===== src/epm_pkg.sv =====
// Constants for the serial memory pin multiplexer and reset strap block.
// Assumes a 200 MHz core clock; used only by the top level, not by its helpers.
package epm_pkg;

  ////////////////////////////////////////////////////////////////////////////
  // Clock and timing
  localparam int unsigned CLK_PERIOD_PS    = 5000;
  localparam int unsigned POR_TIME_NS      = 1000;
  localparam int unsigned POR_CYCLES       = (POR_TIME_NS * 1000) / CLK_PERIOD_PS;
  localparam int unsigned POR_CNT_W        = 12;
  localparam int unsigned SYNC_STAGES      = 2;

  ////////////////////////////////////////////////////////////////////////////
  // Pin roles, shared by both multiplexed pins
  localparam logic [1:0] ROLE_SERIAL_MEM   = 2'h0;
  localparam logic [1:0] ROLE_GEN_OUTPUT   = 2'h1;
  localparam logic [1:0] ROLE_MON_FRAME    = 2'h2;  // TX_EN or RX_DV
  localparam logic [1:0] ROLE_MON_CLOCK    = 2'h3;  // TX_CLK or RX_CLK

  ////////////////////////////////////////////////////////////////////////////
  // Values after reset
  localparam logic       BUS_WIDTH_RESET   = 1'b0;  // 16-bit until strapped
  localparam logic       WRITE_LOCK_RESET  = 1'b1;
  localparam logic       CHIP_SEL_INACTIVE = 1'b0;

  // Reset sequencer, Gray coded along hold -> strap -> run
  typedef enum logic [1:0] {
    EPM_HOLD  = 2'b00,
    EPM_STRAP = 2'b01,
    EPM_RUN   = 2'b11
  } epm_state_e;

endpackage : epm_pkg


===== src/epm_sync.sv =====
// Two flip-flop synchroniser for a vector of independent levels.
// Assumes each bit is a slow level or a clock sampled for monitoring only.
`timescale 1ns/100ps
module epm_sync #(
  parameter int unsigned WIDTH     = 1,
  parameter logic        RESET_VAL = 1'b0
) (
  input  wire logic             clk_i,
  input  wire logic             reset_i,
  input  wire logic [WIDTH-1:0] async_i,
  output logic      [WIDTH-1:0] sync_o
);

  logic [WIDTH-1:0] meta_ff;
  logic [WIDTH-1:0] sync_ff;

  ////////////////////////////////////////////////////////////////////////////
  // First stage feeds only the second stage
  always_ff @(posedge clk_i) begin
    if (reset_i) begin
      meta_ff <= {WIDTH{RESET_VAL}};
      sync_ff <= {WIDTH{RESET_VAL}};
    end else begin
      meta_ff <= async_i;
      sync_ff <= meta_ff;
    end
  end

  assign sync_o = sync_ff;

endmodule : epm_sync


===== src/epm_top.sv =====
// Serial memory pin multiplexer, bus width strap, reset and write lock.
// Assumes pins and internal MII signals arrive asynchronously; the serial
// memory engine and host decode run on clk_i.
//
// Notes on behaviour
// - In memory role, data pin is bidirectional; clock and chip select are outputs.
// - Data pin may be general output three, or monitor TX_EN or TX_CLK.
// - Data pin in output or monitor role forces chip select inactive.
// - Clock pin may be general output four, or monitor RX_DV or RX_CLK.
// - Clock pin in output or monitor role forces chip select inactive.
// - General outputs on these pins never act as inputs.
// - Data pin sampled at reset release; high selects 32-bit bus, low 16-bit.
// - Low reset pin returns all logic and registers, except the input synchronisers, to reset state.
// - Without external reset, internal power-on reset generator resets device.
// - Host writes ignored after reset or power saving until one read completes.
// - Timing reference is a 25 MHz crystal or single-ended oscillator.
// - In power saving, wake only on host select plus write strobe.
`timescale 1ns/100ps
module epm_top #(
  parameter int unsigned POR_CYCLES = epm_pkg::POR_CYCLES
) (
  input  wire logic       clk_i,
  input  wire logic       reset_i,
  // Board pins
  input  wire logic       reset_in_n_i,
  input  wire logic       crystal_in_i,
  output logic            crystal_out_o,
  input  wire logic       serial_mem_data_io_i,
  output logic            serial_mem_data_io_o,
  output logic            serial_mem_data_io_oe_o,
  output logic            serial_mem_clock_o,
  output logic            serial_mem_chip_select_o,
  input  wire logic       host_select_n_i,
  input  wire logic       host_write_strobe_n_i,
  // Configuration
  input  wire logic [1:0] data_pin_role_i,
  input  wire logic [1:0] clock_pin_role_i,
  input  wire logic       general_output_three_i,
  input  wire logic       general_output_four_i,
  // Internal MII signals to monitor
  input  wire logic       mii_tx_en_i,
  input  wire logic       mii_tx_clk_i,
  input  wire logic       mii_rx_dv_i,
  input  wire logic       mii_rx_clk_i,
  // Serial memory engine side
  input  wire logic       mem_chip_select_i,
  input  wire logic       mem_clock_i,
  input  wire logic       mem_data_out_i,
  input  wire logic       mem_data_drive_i,
  output logic            mem_data_in_o,
  // Host access events, decoded on clk_i
  input  wire logic       host_read_done_i,
  input  wire logic       power_save_i,
  // Status
  output logic            chip_reset_o,
  output logic            bus_width_32_o,
  output logic            host_write_enable_o,
  output logic            wake_o,
  output logic            ref_tick_o
);

  ////////////////////////////////////////////////////////////////////////////
  // Synchronisers for everything that crosses in from outside clk_i
  logic [7:0] async_lvl;
  logic [7:0] sync_lvl;
  logic       reset_in_n_sync;

  assign async_lvl = {host_write_strobe_n_i, host_select_n_i, crystal_in_i,
                      serial_mem_data_io_i, mii_rx_clk_i, mii_rx_dv_i,
                      mii_tx_clk_i, mii_tx_en_i};

  epm_sync #(
    .WIDTH     (8),
    .RESET_VAL (1'b0)
  ) u_sync_lvl (
    .clk_i   (clk_i),
    .reset_i (reset_i),
    .async_i (async_lvl),
    .sync_o  (sync_lvl)
  );

  // Reset pin idles high, so its synchroniser resets to released
  epm_sync #(
    .WIDTH     (1),
    .RESET_VAL (1'b1)
  ) u_sync_rst (
    .clk_i   (clk_i),
    .reset_i (reset_i),
    .async_i (reset_in_n_i),
    .sync_o  (reset_in_n_sync)
  );

  wire tx_en_s   = sync_lvl[0];
  wire tx_clk_s  = sync_lvl[1];
  wire rx_dv_s   = sync_lvl[2];
  wire rx_clk_s  = sync_lvl[3];
  wire data_in_s = sync_lvl[4];
  wire xtal_s    = sync_lvl[5];
  wire sel_n_s   = sync_lvl[6];
  wire wr_n_s    = sync_lvl[7];

  ////////////////////////////////////////////////////////////////////////////
  // Reset sequencer: power-on hold, strap sample, run
  epm_pkg::epm_state_e state_ff;
  epm_pkg::epm_state_e nxt_state;
  logic [epm_pkg::POR_CNT_W-1:0] por_cnt_ff;
  logic [epm_pkg::POR_CNT_W-1:0] nxt_por_cnt;

  // Pin reset and power-up reset both restart the whole sequence
  wire any_reset = reset_i | ~reset_in_n_sync;
  wire por_done  = (por_cnt_ff == POR_CYCLES[epm_pkg::POR_CNT_W-1:0] - 1'b1);

  // Next state and hold counter
  always_comb begin
    nxt_state   = state_ff;
    nxt_por_cnt = por_cnt_ff;
    case (state_ff)
      epm_pkg::EPM_HOLD: begin
        nxt_por_cnt = por_cnt_ff + 1'b1;
        if (por_done) begin
          nxt_state = epm_pkg::EPM_STRAP;
        end
      end
      epm_pkg::EPM_STRAP: begin
        nxt_state = epm_pkg::EPM_RUN;
      end
      epm_pkg::EPM_RUN: begin
        nxt_state = epm_pkg::EPM_RUN;
      end
      default: begin
        nxt_state = epm_pkg::EPM_HOLD;
      end
    endcase
  end

  // Internal power-on hold keeps chip in reset after any reset source
  always_ff @(posedge clk_i) begin
    if (any_reset) begin
      state_ff   <= epm_pkg::EPM_HOLD;
      por_cnt_ff <= '0;
    end else begin
      state_ff   <= nxt_state;
      por_cnt_ff <= nxt_por_cnt;
    end
  end

  wire running = (state_ff == epm_pkg::EPM_RUN);

  ////////////////////////////////////////////////////////////////////////////
  // Bus width strap, taken once as reset releases
  logic bus_width_ff;

  // Data pin is undriven outside run, so the strap level is what we see
  always_ff @(posedge clk_i) begin
    if (any_reset) begin
      bus_width_ff <= epm_pkg::BUS_WIDTH_RESET;
    end else if (state_ff == epm_pkg::EPM_STRAP) begin
      bus_width_ff <= data_in_s;
    end
  end
  // No other load path: later pin activity cannot disturb it

  ////////////////////////////////////////////////////////////////////////////
  // Pin role selection
  wire data_mem  = (data_pin_role_i == epm_pkg::ROLE_SERIAL_MEM);
  wire clock_mem = (clock_pin_role_i == epm_pkg::ROLE_SERIAL_MEM);

  logic data_sel;
  logic clock_sel;

  // Data pin source per role
  always_comb begin
    case (data_pin_role_i)
      epm_pkg::ROLE_SERIAL_MEM: data_sel = mem_data_out_i;
      epm_pkg::ROLE_GEN_OUTPUT: data_sel = general_output_three_i;
      epm_pkg::ROLE_MON_FRAME:  data_sel = tx_en_s;
      epm_pkg::ROLE_MON_CLOCK:  data_sel = tx_clk_s;
      default:                  data_sel = 1'b0;
    endcase
  end

  // Clock pin source per role
  always_comb begin
    case (clock_pin_role_i)
      epm_pkg::ROLE_SERIAL_MEM: clock_sel = mem_clock_i;
      epm_pkg::ROLE_GEN_OUTPUT: clock_sel = general_output_four_i;
      epm_pkg::ROLE_MON_FRAME:  clock_sel = rx_dv_s;
      epm_pkg::ROLE_MON_CLOCK:  clock_sel = rx_clk_s;
      default:                  clock_sel = 1'b0;
    endcase
  end

  // Non-memory roles drive whenever running: they never turn the pin round
  wire data_oe   = running & (data_mem ? mem_data_drive_i : 1'b1);
  // Chip select only when both pins serve the memory
  wire chip_sel  = running & data_mem & clock_mem & mem_chip_select_i;

  logic data_out_ff;
  logic data_oe_ff;
  logic clock_out_ff;
  logic chip_sel_ff;
  logic mem_data_in_ff;

  // Registered pin drivers; quiet during reset so the strap can be read
  always_ff @(posedge clk_i) begin
    if (any_reset) begin
      data_out_ff    <= 1'b0;
      data_oe_ff     <= 1'b0;
      clock_out_ff   <= 1'b0;
      chip_sel_ff    <= epm_pkg::CHIP_SEL_INACTIVE;
      mem_data_in_ff <= 1'b0;
    end else begin
      data_out_ff    <= data_sel;
      data_oe_ff     <= data_oe;
      clock_out_ff   <= running & clock_sel;
      chip_sel_ff    <= chip_sel;
      mem_data_in_ff <= data_mem & ~mem_data_drive_i & data_in_s;
    end
  end

  ////////////////////////////////////////////////////////////////////////////
  // Reference clock: inverted crystal return and one tick per cycle
  logic xtal_prev_ff;
  logic xtal_out_ff;
  logic ref_tick_ff;

  // Tick width is one core cycle; useful only as a presence indicator
  always_ff @(posedge clk_i) begin
    if (any_reset) begin
      xtal_prev_ff <= 1'b0;
      xtal_out_ff  <= 1'b1;
      ref_tick_ff  <= 1'b0;
    end else begin
      xtal_prev_ff <= xtal_s;
      xtal_out_ff  <= ~xtal_s;
      ref_tick_ff  <= xtal_s & ~xtal_prev_ff;
    end
  end

  ////////////////////////////////////////////////////////////////////////////
  // Write lock until first read, and wake from power saving
  logic write_lock_ff;
  logic power_save_ff;
  logic wake_ff;

  wire host_write_seen = ~sel_n_s & ~wr_n_s;
  wire ps_change       = power_save_i ^ power_save_ff;

  // Entering or leaving power saving relocks; relock wins over a read
  always_ff @(posedge clk_i) begin
    if (any_reset) begin
      write_lock_ff <= epm_pkg::WRITE_LOCK_RESET;
      power_save_ff <= 1'b0;
      wake_ff       <= 1'b0;
    end else begin
      power_save_ff <= power_save_i;
      wake_ff       <= running & power_save_i & host_write_seen;
      if (ps_change) begin
        write_lock_ff <= 1'b1;
      end else if (host_read_done_i & ~power_save_i & running) begin
        write_lock_ff <= 1'b0;
      end
    end
  end

  ////////////////////////////////////////////////////////////////////////////
  // Outputs
  assign serial_mem_data_io_o     = data_out_ff;
  assign serial_mem_data_io_oe_o  = data_oe_ff;
  assign serial_mem_clock_o       = clock_out_ff;
  assign serial_mem_chip_select_o = chip_sel_ff;
  assign mem_data_in_o            = mem_data_in_ff;
  assign crystal_out_o            = xtal_out_ff;
  assign ref_tick_o               = ref_tick_ff;
  assign chip_reset_o             = ~running;
  assign bus_width_32_o           = bus_width_ff;
  assign host_write_enable_o      = ~write_lock_ff;
  assign wake_o                   = wake_ff;

endmodule : epm_top


===== config.mk =====
export PLATFORM = sky130hd
export DESIGN_NAME = epm_top
export DESIGN_NICKNAME = d
export VERILOG_FILES = /design/src/epm_pkg.sv /design/src/epm_sync.sv /design/src/epm_top.sv
export SDC_FILE = /design/constraint.sdc
export NUM_CORES = 1
export LEC_CHECK = 0
export ABC_AREA = 1
export CORE_MARGIN = 3
export CORE_UTILIZATION = 50
export CTS_CLUSTER_SIZE = 12
export DETAILED_ROUTE_END_ITERATION = 8
export DONT_BUFFER_PORTS = 1
export GPL_TIMING_DRIVEN = 0
export HOLD_SLACK_MARGIN = 0.03
export PLACE_DENSITY_LB_ADDON = 0.1
export SETUP_SLACK_MARGIN = 0.4
export SLEW_MARGIN = 20
export SYNTH_ARGS = -nofsm -noshare
export SYNTH_HDL_FRONTEND = slang
export SYNTH_SLANG_ARGS = --single-unit

===== constraint.sdc =====
create_clock -name clk_i -period 1.25 [get_ports clk_i]
set_input_delay 0.125 -clock clk_i [delete_from_list [all_inputs] [get_ports clk_i]]
set_output_delay 0.125 -clock clk_i [all_outputs]
set_load 0.05 [all_outputs]

After elaboration in Yosys (flattened, before gate mapping)
Index checks and enable logic that the tools add are counted.
{"block": "word_totals", "register_bits": 44, "latchBits": 0, "mem_bits_rw": 0, "mem_bits_ro": 0, "out_inout_bits": 11, "mem_count": 0}
{"block": "op_classes", "n_addsub": 1, "mul": 0, "n_div": 0, "magnitude_cmp": 0, "eq_ne": 10, "shifts": 0, "muxes": 5, "bitwise_logic": 24, "reduce_logical": 5}
{"cell": "AND 1 bit", "count": 13}
{"cell": "adder 12 x 1 -> 12 bit, second input constant", "count": 1}
{"cell": "equality test 12 x 8 -> 1 bit, second input constant", "count": 1}
{"cell": "equality test 2 bit, second input constant", "count": 5}
{"cell": "inverter 1 bit", "count": 9}
{"cell": "case mux 1 bit (4 select lines)", "count": 2}
{"cell": "equality test 2 x 1 -> 1 bit, second input constant", "count": 3}
{"cell": "zero test 2 bit", "count": 3}
{"cell": "case mux 2 bit (2 select lines)", "count": 1}
{"cell": "OR reduction 2 bit", "count": 2}
{"cell": "two-way mux 2 bit", "count": 1}
{"cell": "inequality test 2 bit, second input constant", "count": 1}
{"cell": "two-way mux 1 bit", "count": 1}
{"cell": "bitwise OR 1 bit", "count": 1}
{"cell": "XOR 1 bit", "count": 1}

Logic depth before layout (Yosys ltp)
{"block": "logic_depth", "depth_word": 4, "ltp_mapped": 7, "depth_no_buf": 7}

By module
Synthesis repeated with hierarchy kept, for this count alone.
{"block": "unflattened", "hier_cells": 219, "hier_area_um2": 1691.6}
{"mod": "epm_top", "n_inst": 1, "cells_each": 162, "area_each_um2": 1158.6}
{"mod": "epm_sync at u_sync_lvl", "n_inst": 1, "cells_each": 50, "area_each_um2": 474.2}
{"mod": "epm_sync at u_sync_rst", "n_inst": 1, "cells_each": 7, "area_each_um2": 58.8}

Least setup slack after synthesis
OpenSTA, ideal clock, no wires.
{"block": "synth_path", "kind": "register to register", "start": "register state_ff[0]", "end": "register write_lock_ff", "arrival_ns": 1.114, "required_ns": 1.119, "setup_slack_ns": 0.005, "path_stages_with_launch": 4, "path_buffers": 0, "period_less_slack_ns": 1.245, "cell_sequence": "dfxtp_1 -> nand2_1 -> o21ai_0 -> nand4_1"}
{"block": "synth_between", "elab_chain_len": 2}
{"item": "start: declaration", "line": "epm_top.sv:104", "source": "epm_pkg::epm_state_e state_ff;"}
{"item": "start signal: assignment", "line": "epm_top.sv:139", "source": "state_ff <= epm_pkg::EPM_HOLD;"}
{"item": "start signal: assignment", "line": "epm_top.sv:142", "source": "state_ff <= nxt_state;"}
{"item": "equality test 2 bit", "line": "epm_top.sv:147", "source": "wire running = (state_ff == epm_pkg::EPM_RUN);"}
{"item": "AND 1 bit", "line": "epm_top.sv:260", "source": "end else if (host_read_done_i & ~power_save_i & running) begin"}
{"item": "end signal: assignment", "line": "epm_top.sv:252", "source": "write_lock_ff <= epm_pkg::WRITE_LOCK_RESET;"}
{"item": "end: declaration", "line": "epm_top.sv:242", "source": "logic write_lock_ff;"}
Every way passes these cells.
A chain may end at the register's enable or synchronous reset.

Worst setup path after layout
{"block": "layout_path", "start": "register state_ff[0]", "end": "register por_cnt_ff[8] (netlist bit)"}
{"block": "layout_between", "elab_chain_len": 1}
{"item": "zero test 2 bit", "line": "epm_top.sv:117", "source": "case (state_ff)"}
{"item": "end signal: assignment", "line": "epm_top.sv:143", "source": "por_cnt_ff <= nxt_por_cnt;"}
{"item": "end: declaration", "line": "epm_top.sv:106", "source": "logic [epm_pkg::POR_CNT_W-1:0] por_cnt_ff;"}
Every way passes these cells.

==> qor.yml <==
slew_headroom_pct: 76.25
ys_types: 28
clk_pin_slew_ns: 0.12
htree_levels: 2
synth_area_leader_cell: "dfxtp_1"
final_cells: 301
status: "complete, no violations"
final_layout_size_suffix_gt1_share_pct: 28.79
synth-adder-area-share_pct: 0.7413
die_w_um: 64.10
die_area_sq_mm: 0.004109
fill_cells: 231
syn-mean-instance-area_sq_um: 7.851
synth_top_family_by_area: "simple AND/OR/NAND/NOR gates"
drc: 0
die_y_um: 64.10
fin_crit_sh_pct: 91.24
synth_nets: 239
synth_compound_area_share_pct: 5.782
tns_ns: 0
placed_area_sq_mm: 0.001779
cts_made_buffers: 5
grt_pass1_wl_um: 5906
synth_area_sq_mm: 0.001688
finalPower_uw: 2330
min_period_ns: 1.141
synth_area_leaders: "dfxtp_1 52%, inv_1 9.3%, nor2_1 8.9%"
grt_use_total_pct: 18.64
wl_per_cell_um: 13.01
initial_core_util_pct: 53.96
via_per_inst: 4.811
ys.flop_type: "dfxtp_1"
worst-slew-pin-transition_ns: 0.3563
dpl.hpwl_um: 2141
leakagePower_uw: 0.0009877
setup-violations-final: 0
io_buffers: 0
firstDrtPassIters: 4
grt_max_degree: 13
r2r_start: "state_ff[0]$_SDFFE_PP0P_"
worstPathCellList: "nor2_4, nand2_2, nor2_4, nand4_1, nand2_1, nor2_1"
drv_slew: 0
ant_nets: 0
cts_tree: "yes"
routed_wl_um: 3916
vias: 1448
syn_inst: 215
cts.path.max_buffers: 2
hp-class: "in2reg"
skew_ns: 0.009076
muxShareOfSynthArea_pct: 0
std_cell_rows: 20
grt_pass1_vias: 1382
max_stage_delay_ns: 0.40
clockRootBuffer: "clkbuf_4"
hold_violations: 0
fmax_mhz: 876.8
r2r_slack_ns: 0.11
crit_path_max_fanout: 6
rsz0062_at_grt: "yes"
design_area_sq_mm: 0.002341
synth-simple-area-share_pct: 30.32
r2r_end: "por_cnt_ff[8]$_SDFFE_PP0N_"
crit_type: "reg2reg"
synthTopCellsByCount: "44 x dfxtp_1, 42 x inv_1, 40 x nor2_1"
worst-endpoint-arrival_ns: 1.40
synth_most_common_cell: "dfxtp_1"
crit_slowest_cell: "dfxtp_4"
cts_sinks: 44
critPathCapture: "por_cnt_ff[8]$_SDFFE_PP0N_"
grt_antenna_before_repair: 0
ys.warnings.count: 0
p_per_area_mw_per_mm2: 995.5
synth-edff-count: 0
synth_xor_area_share_pct: 0
async_reset_ff_share_pct: 0
crit_start: "state_ff[0]$_SDFFE_PP0P_"
clk_latency_ns: 0.35
initialDrtViolationCount: 125
synth-seq-cells: 44
core_area_sq_mm: 0.003128
whs_ns: 0.05328
dp.cells: 259
peakVddDrop_uv: 903.2
crit_top_cell: "nor2_4"
nets: 281
seq_area_frac_synth_pct: 52.19
cap_violations: 0
place.gp.congestion: 0.8380
cp-end-kind: "register"
synthToLayoutAreaGrowth_pct: 38.70
num_antenna_cells: 0
cp.required_ns: 1.51
cp-start-kind: "register"
ios: 34
worst-r2r-cell-count: 6
gr-total-overflow: 0
synth_top_area_share_pct: 52.19
layout by cell type, fill, tap and decap left out, drive strengths merged, types with 3 or more instances in the layout:
| cell type | count |
|---|---|
| buf | 15 |
| nand4 | 6 |
| nand3 | 13 |
| dlygate4sd3 | 19 |
| or2 | 3 |
| a21oi | 7 |
| clkbuf | 6 |
| nand2 | 35 |
| dfxtp | 44 |
| o21ai | 6 |
| nor2 | 46 |
| inv | 43 |
area by class of cell:
| cell class | instances | area [sq um] | area share, % |
|---|---|---|---|
| sequential | 44 | 934.6 | 39.93 |
| multi-input combinational | 125 | 747.0 | 31.91 |
| timing repair buffer | 34 | 357.8 | 15.29 |
| inverter | 44 | 176.4 | 7.536 |
| tap | 44 | 55.05 | 2.352 |
| clock buffer | 6 | 41.29 | 1.764 |
| buffer | 3 | 23.77 | 1.015 |
| clock inverter | 1 | 5.005 | 0.2138 |
how the worst min path moves through the flow:
| stage | start | end | depth (start not counted) |
|---|---|---|---|
| after floorplan | mem_data_drive_i | mem_data_in_o$_SDFF_PP0_ | 1 |
| after detailed placement | mem_data_drive_i | mem_data_in_o$_SDFF_PP0_ | 1 |
| after global routing | data_pin_role_i[0] | serial_mem_data_io_o$_SDFF_PP0_ | 4 |
| final | data_pin_role_i[0] | serial_mem_data_io_o$_SDFF_PP0_ | 4 |
| after CTS | data_pin_role_i[0] | serial_mem_data_io_o$_SDFF_PP0_ | 4 |
| after global placement | mem_data_drive_i | mem_data_in_o$_SDFF_PP0_ | 1 |
flip-flops by register name (all words and copies together) (netlist names), 2 cells and up:
name	cells
por_cnt_ff	12
state_ff	2
u_sync_lvl.sync_o	8
u_sync_lvl.meta_ff	8
power by group:
part	total, uW	switching, uW	internal [uW]
logic	249	117	132
registers	1460	36.8	1420
clock network	622	415	208
stage by stage:
step / setup slack (ns) / utilization, %
floorplan: 0.2338 / -
global placement: 0.1493 / 56.88
detailed placement: 0.1219 / 56.88
CTS: 0.1352 / 69.76
global route: -0.01022 / 74.84
finish: 0.1095 / 74.84
cells by family (layout without fill, tap and decap cells):
family,Yosys count,in the layout
simple gates,106,107
fa+ha+maj,1,1
buf+inv,47,88
compound gates,17,17
flops,44,44
layer usage:
metal	global-route usage, %	vias to the layer above	share of wire (%)
li1	-	744	-
met1	21.71	656	40
met2	31.23	40	53
met3	7.206	8	5.4
met4	6.332	0	1.5
met5	0	-	0
critical path: cells and delay by family (launching register included):
kind,cells,cell delay [ns]
AND/OR/NAND/NOR,6,0.64
flip-flops,1,0.40
timing repair:
action,4_1_cts,5_1_grt
setup endpoints to repair,31,34
gates cloned,2,0
setup buffers,5,7
resized for setup,30,27
endpoints found under the hold margin,16,0
pin swaps,6,8
hold buffers,21,0
(Power assumes the default switching activity.)
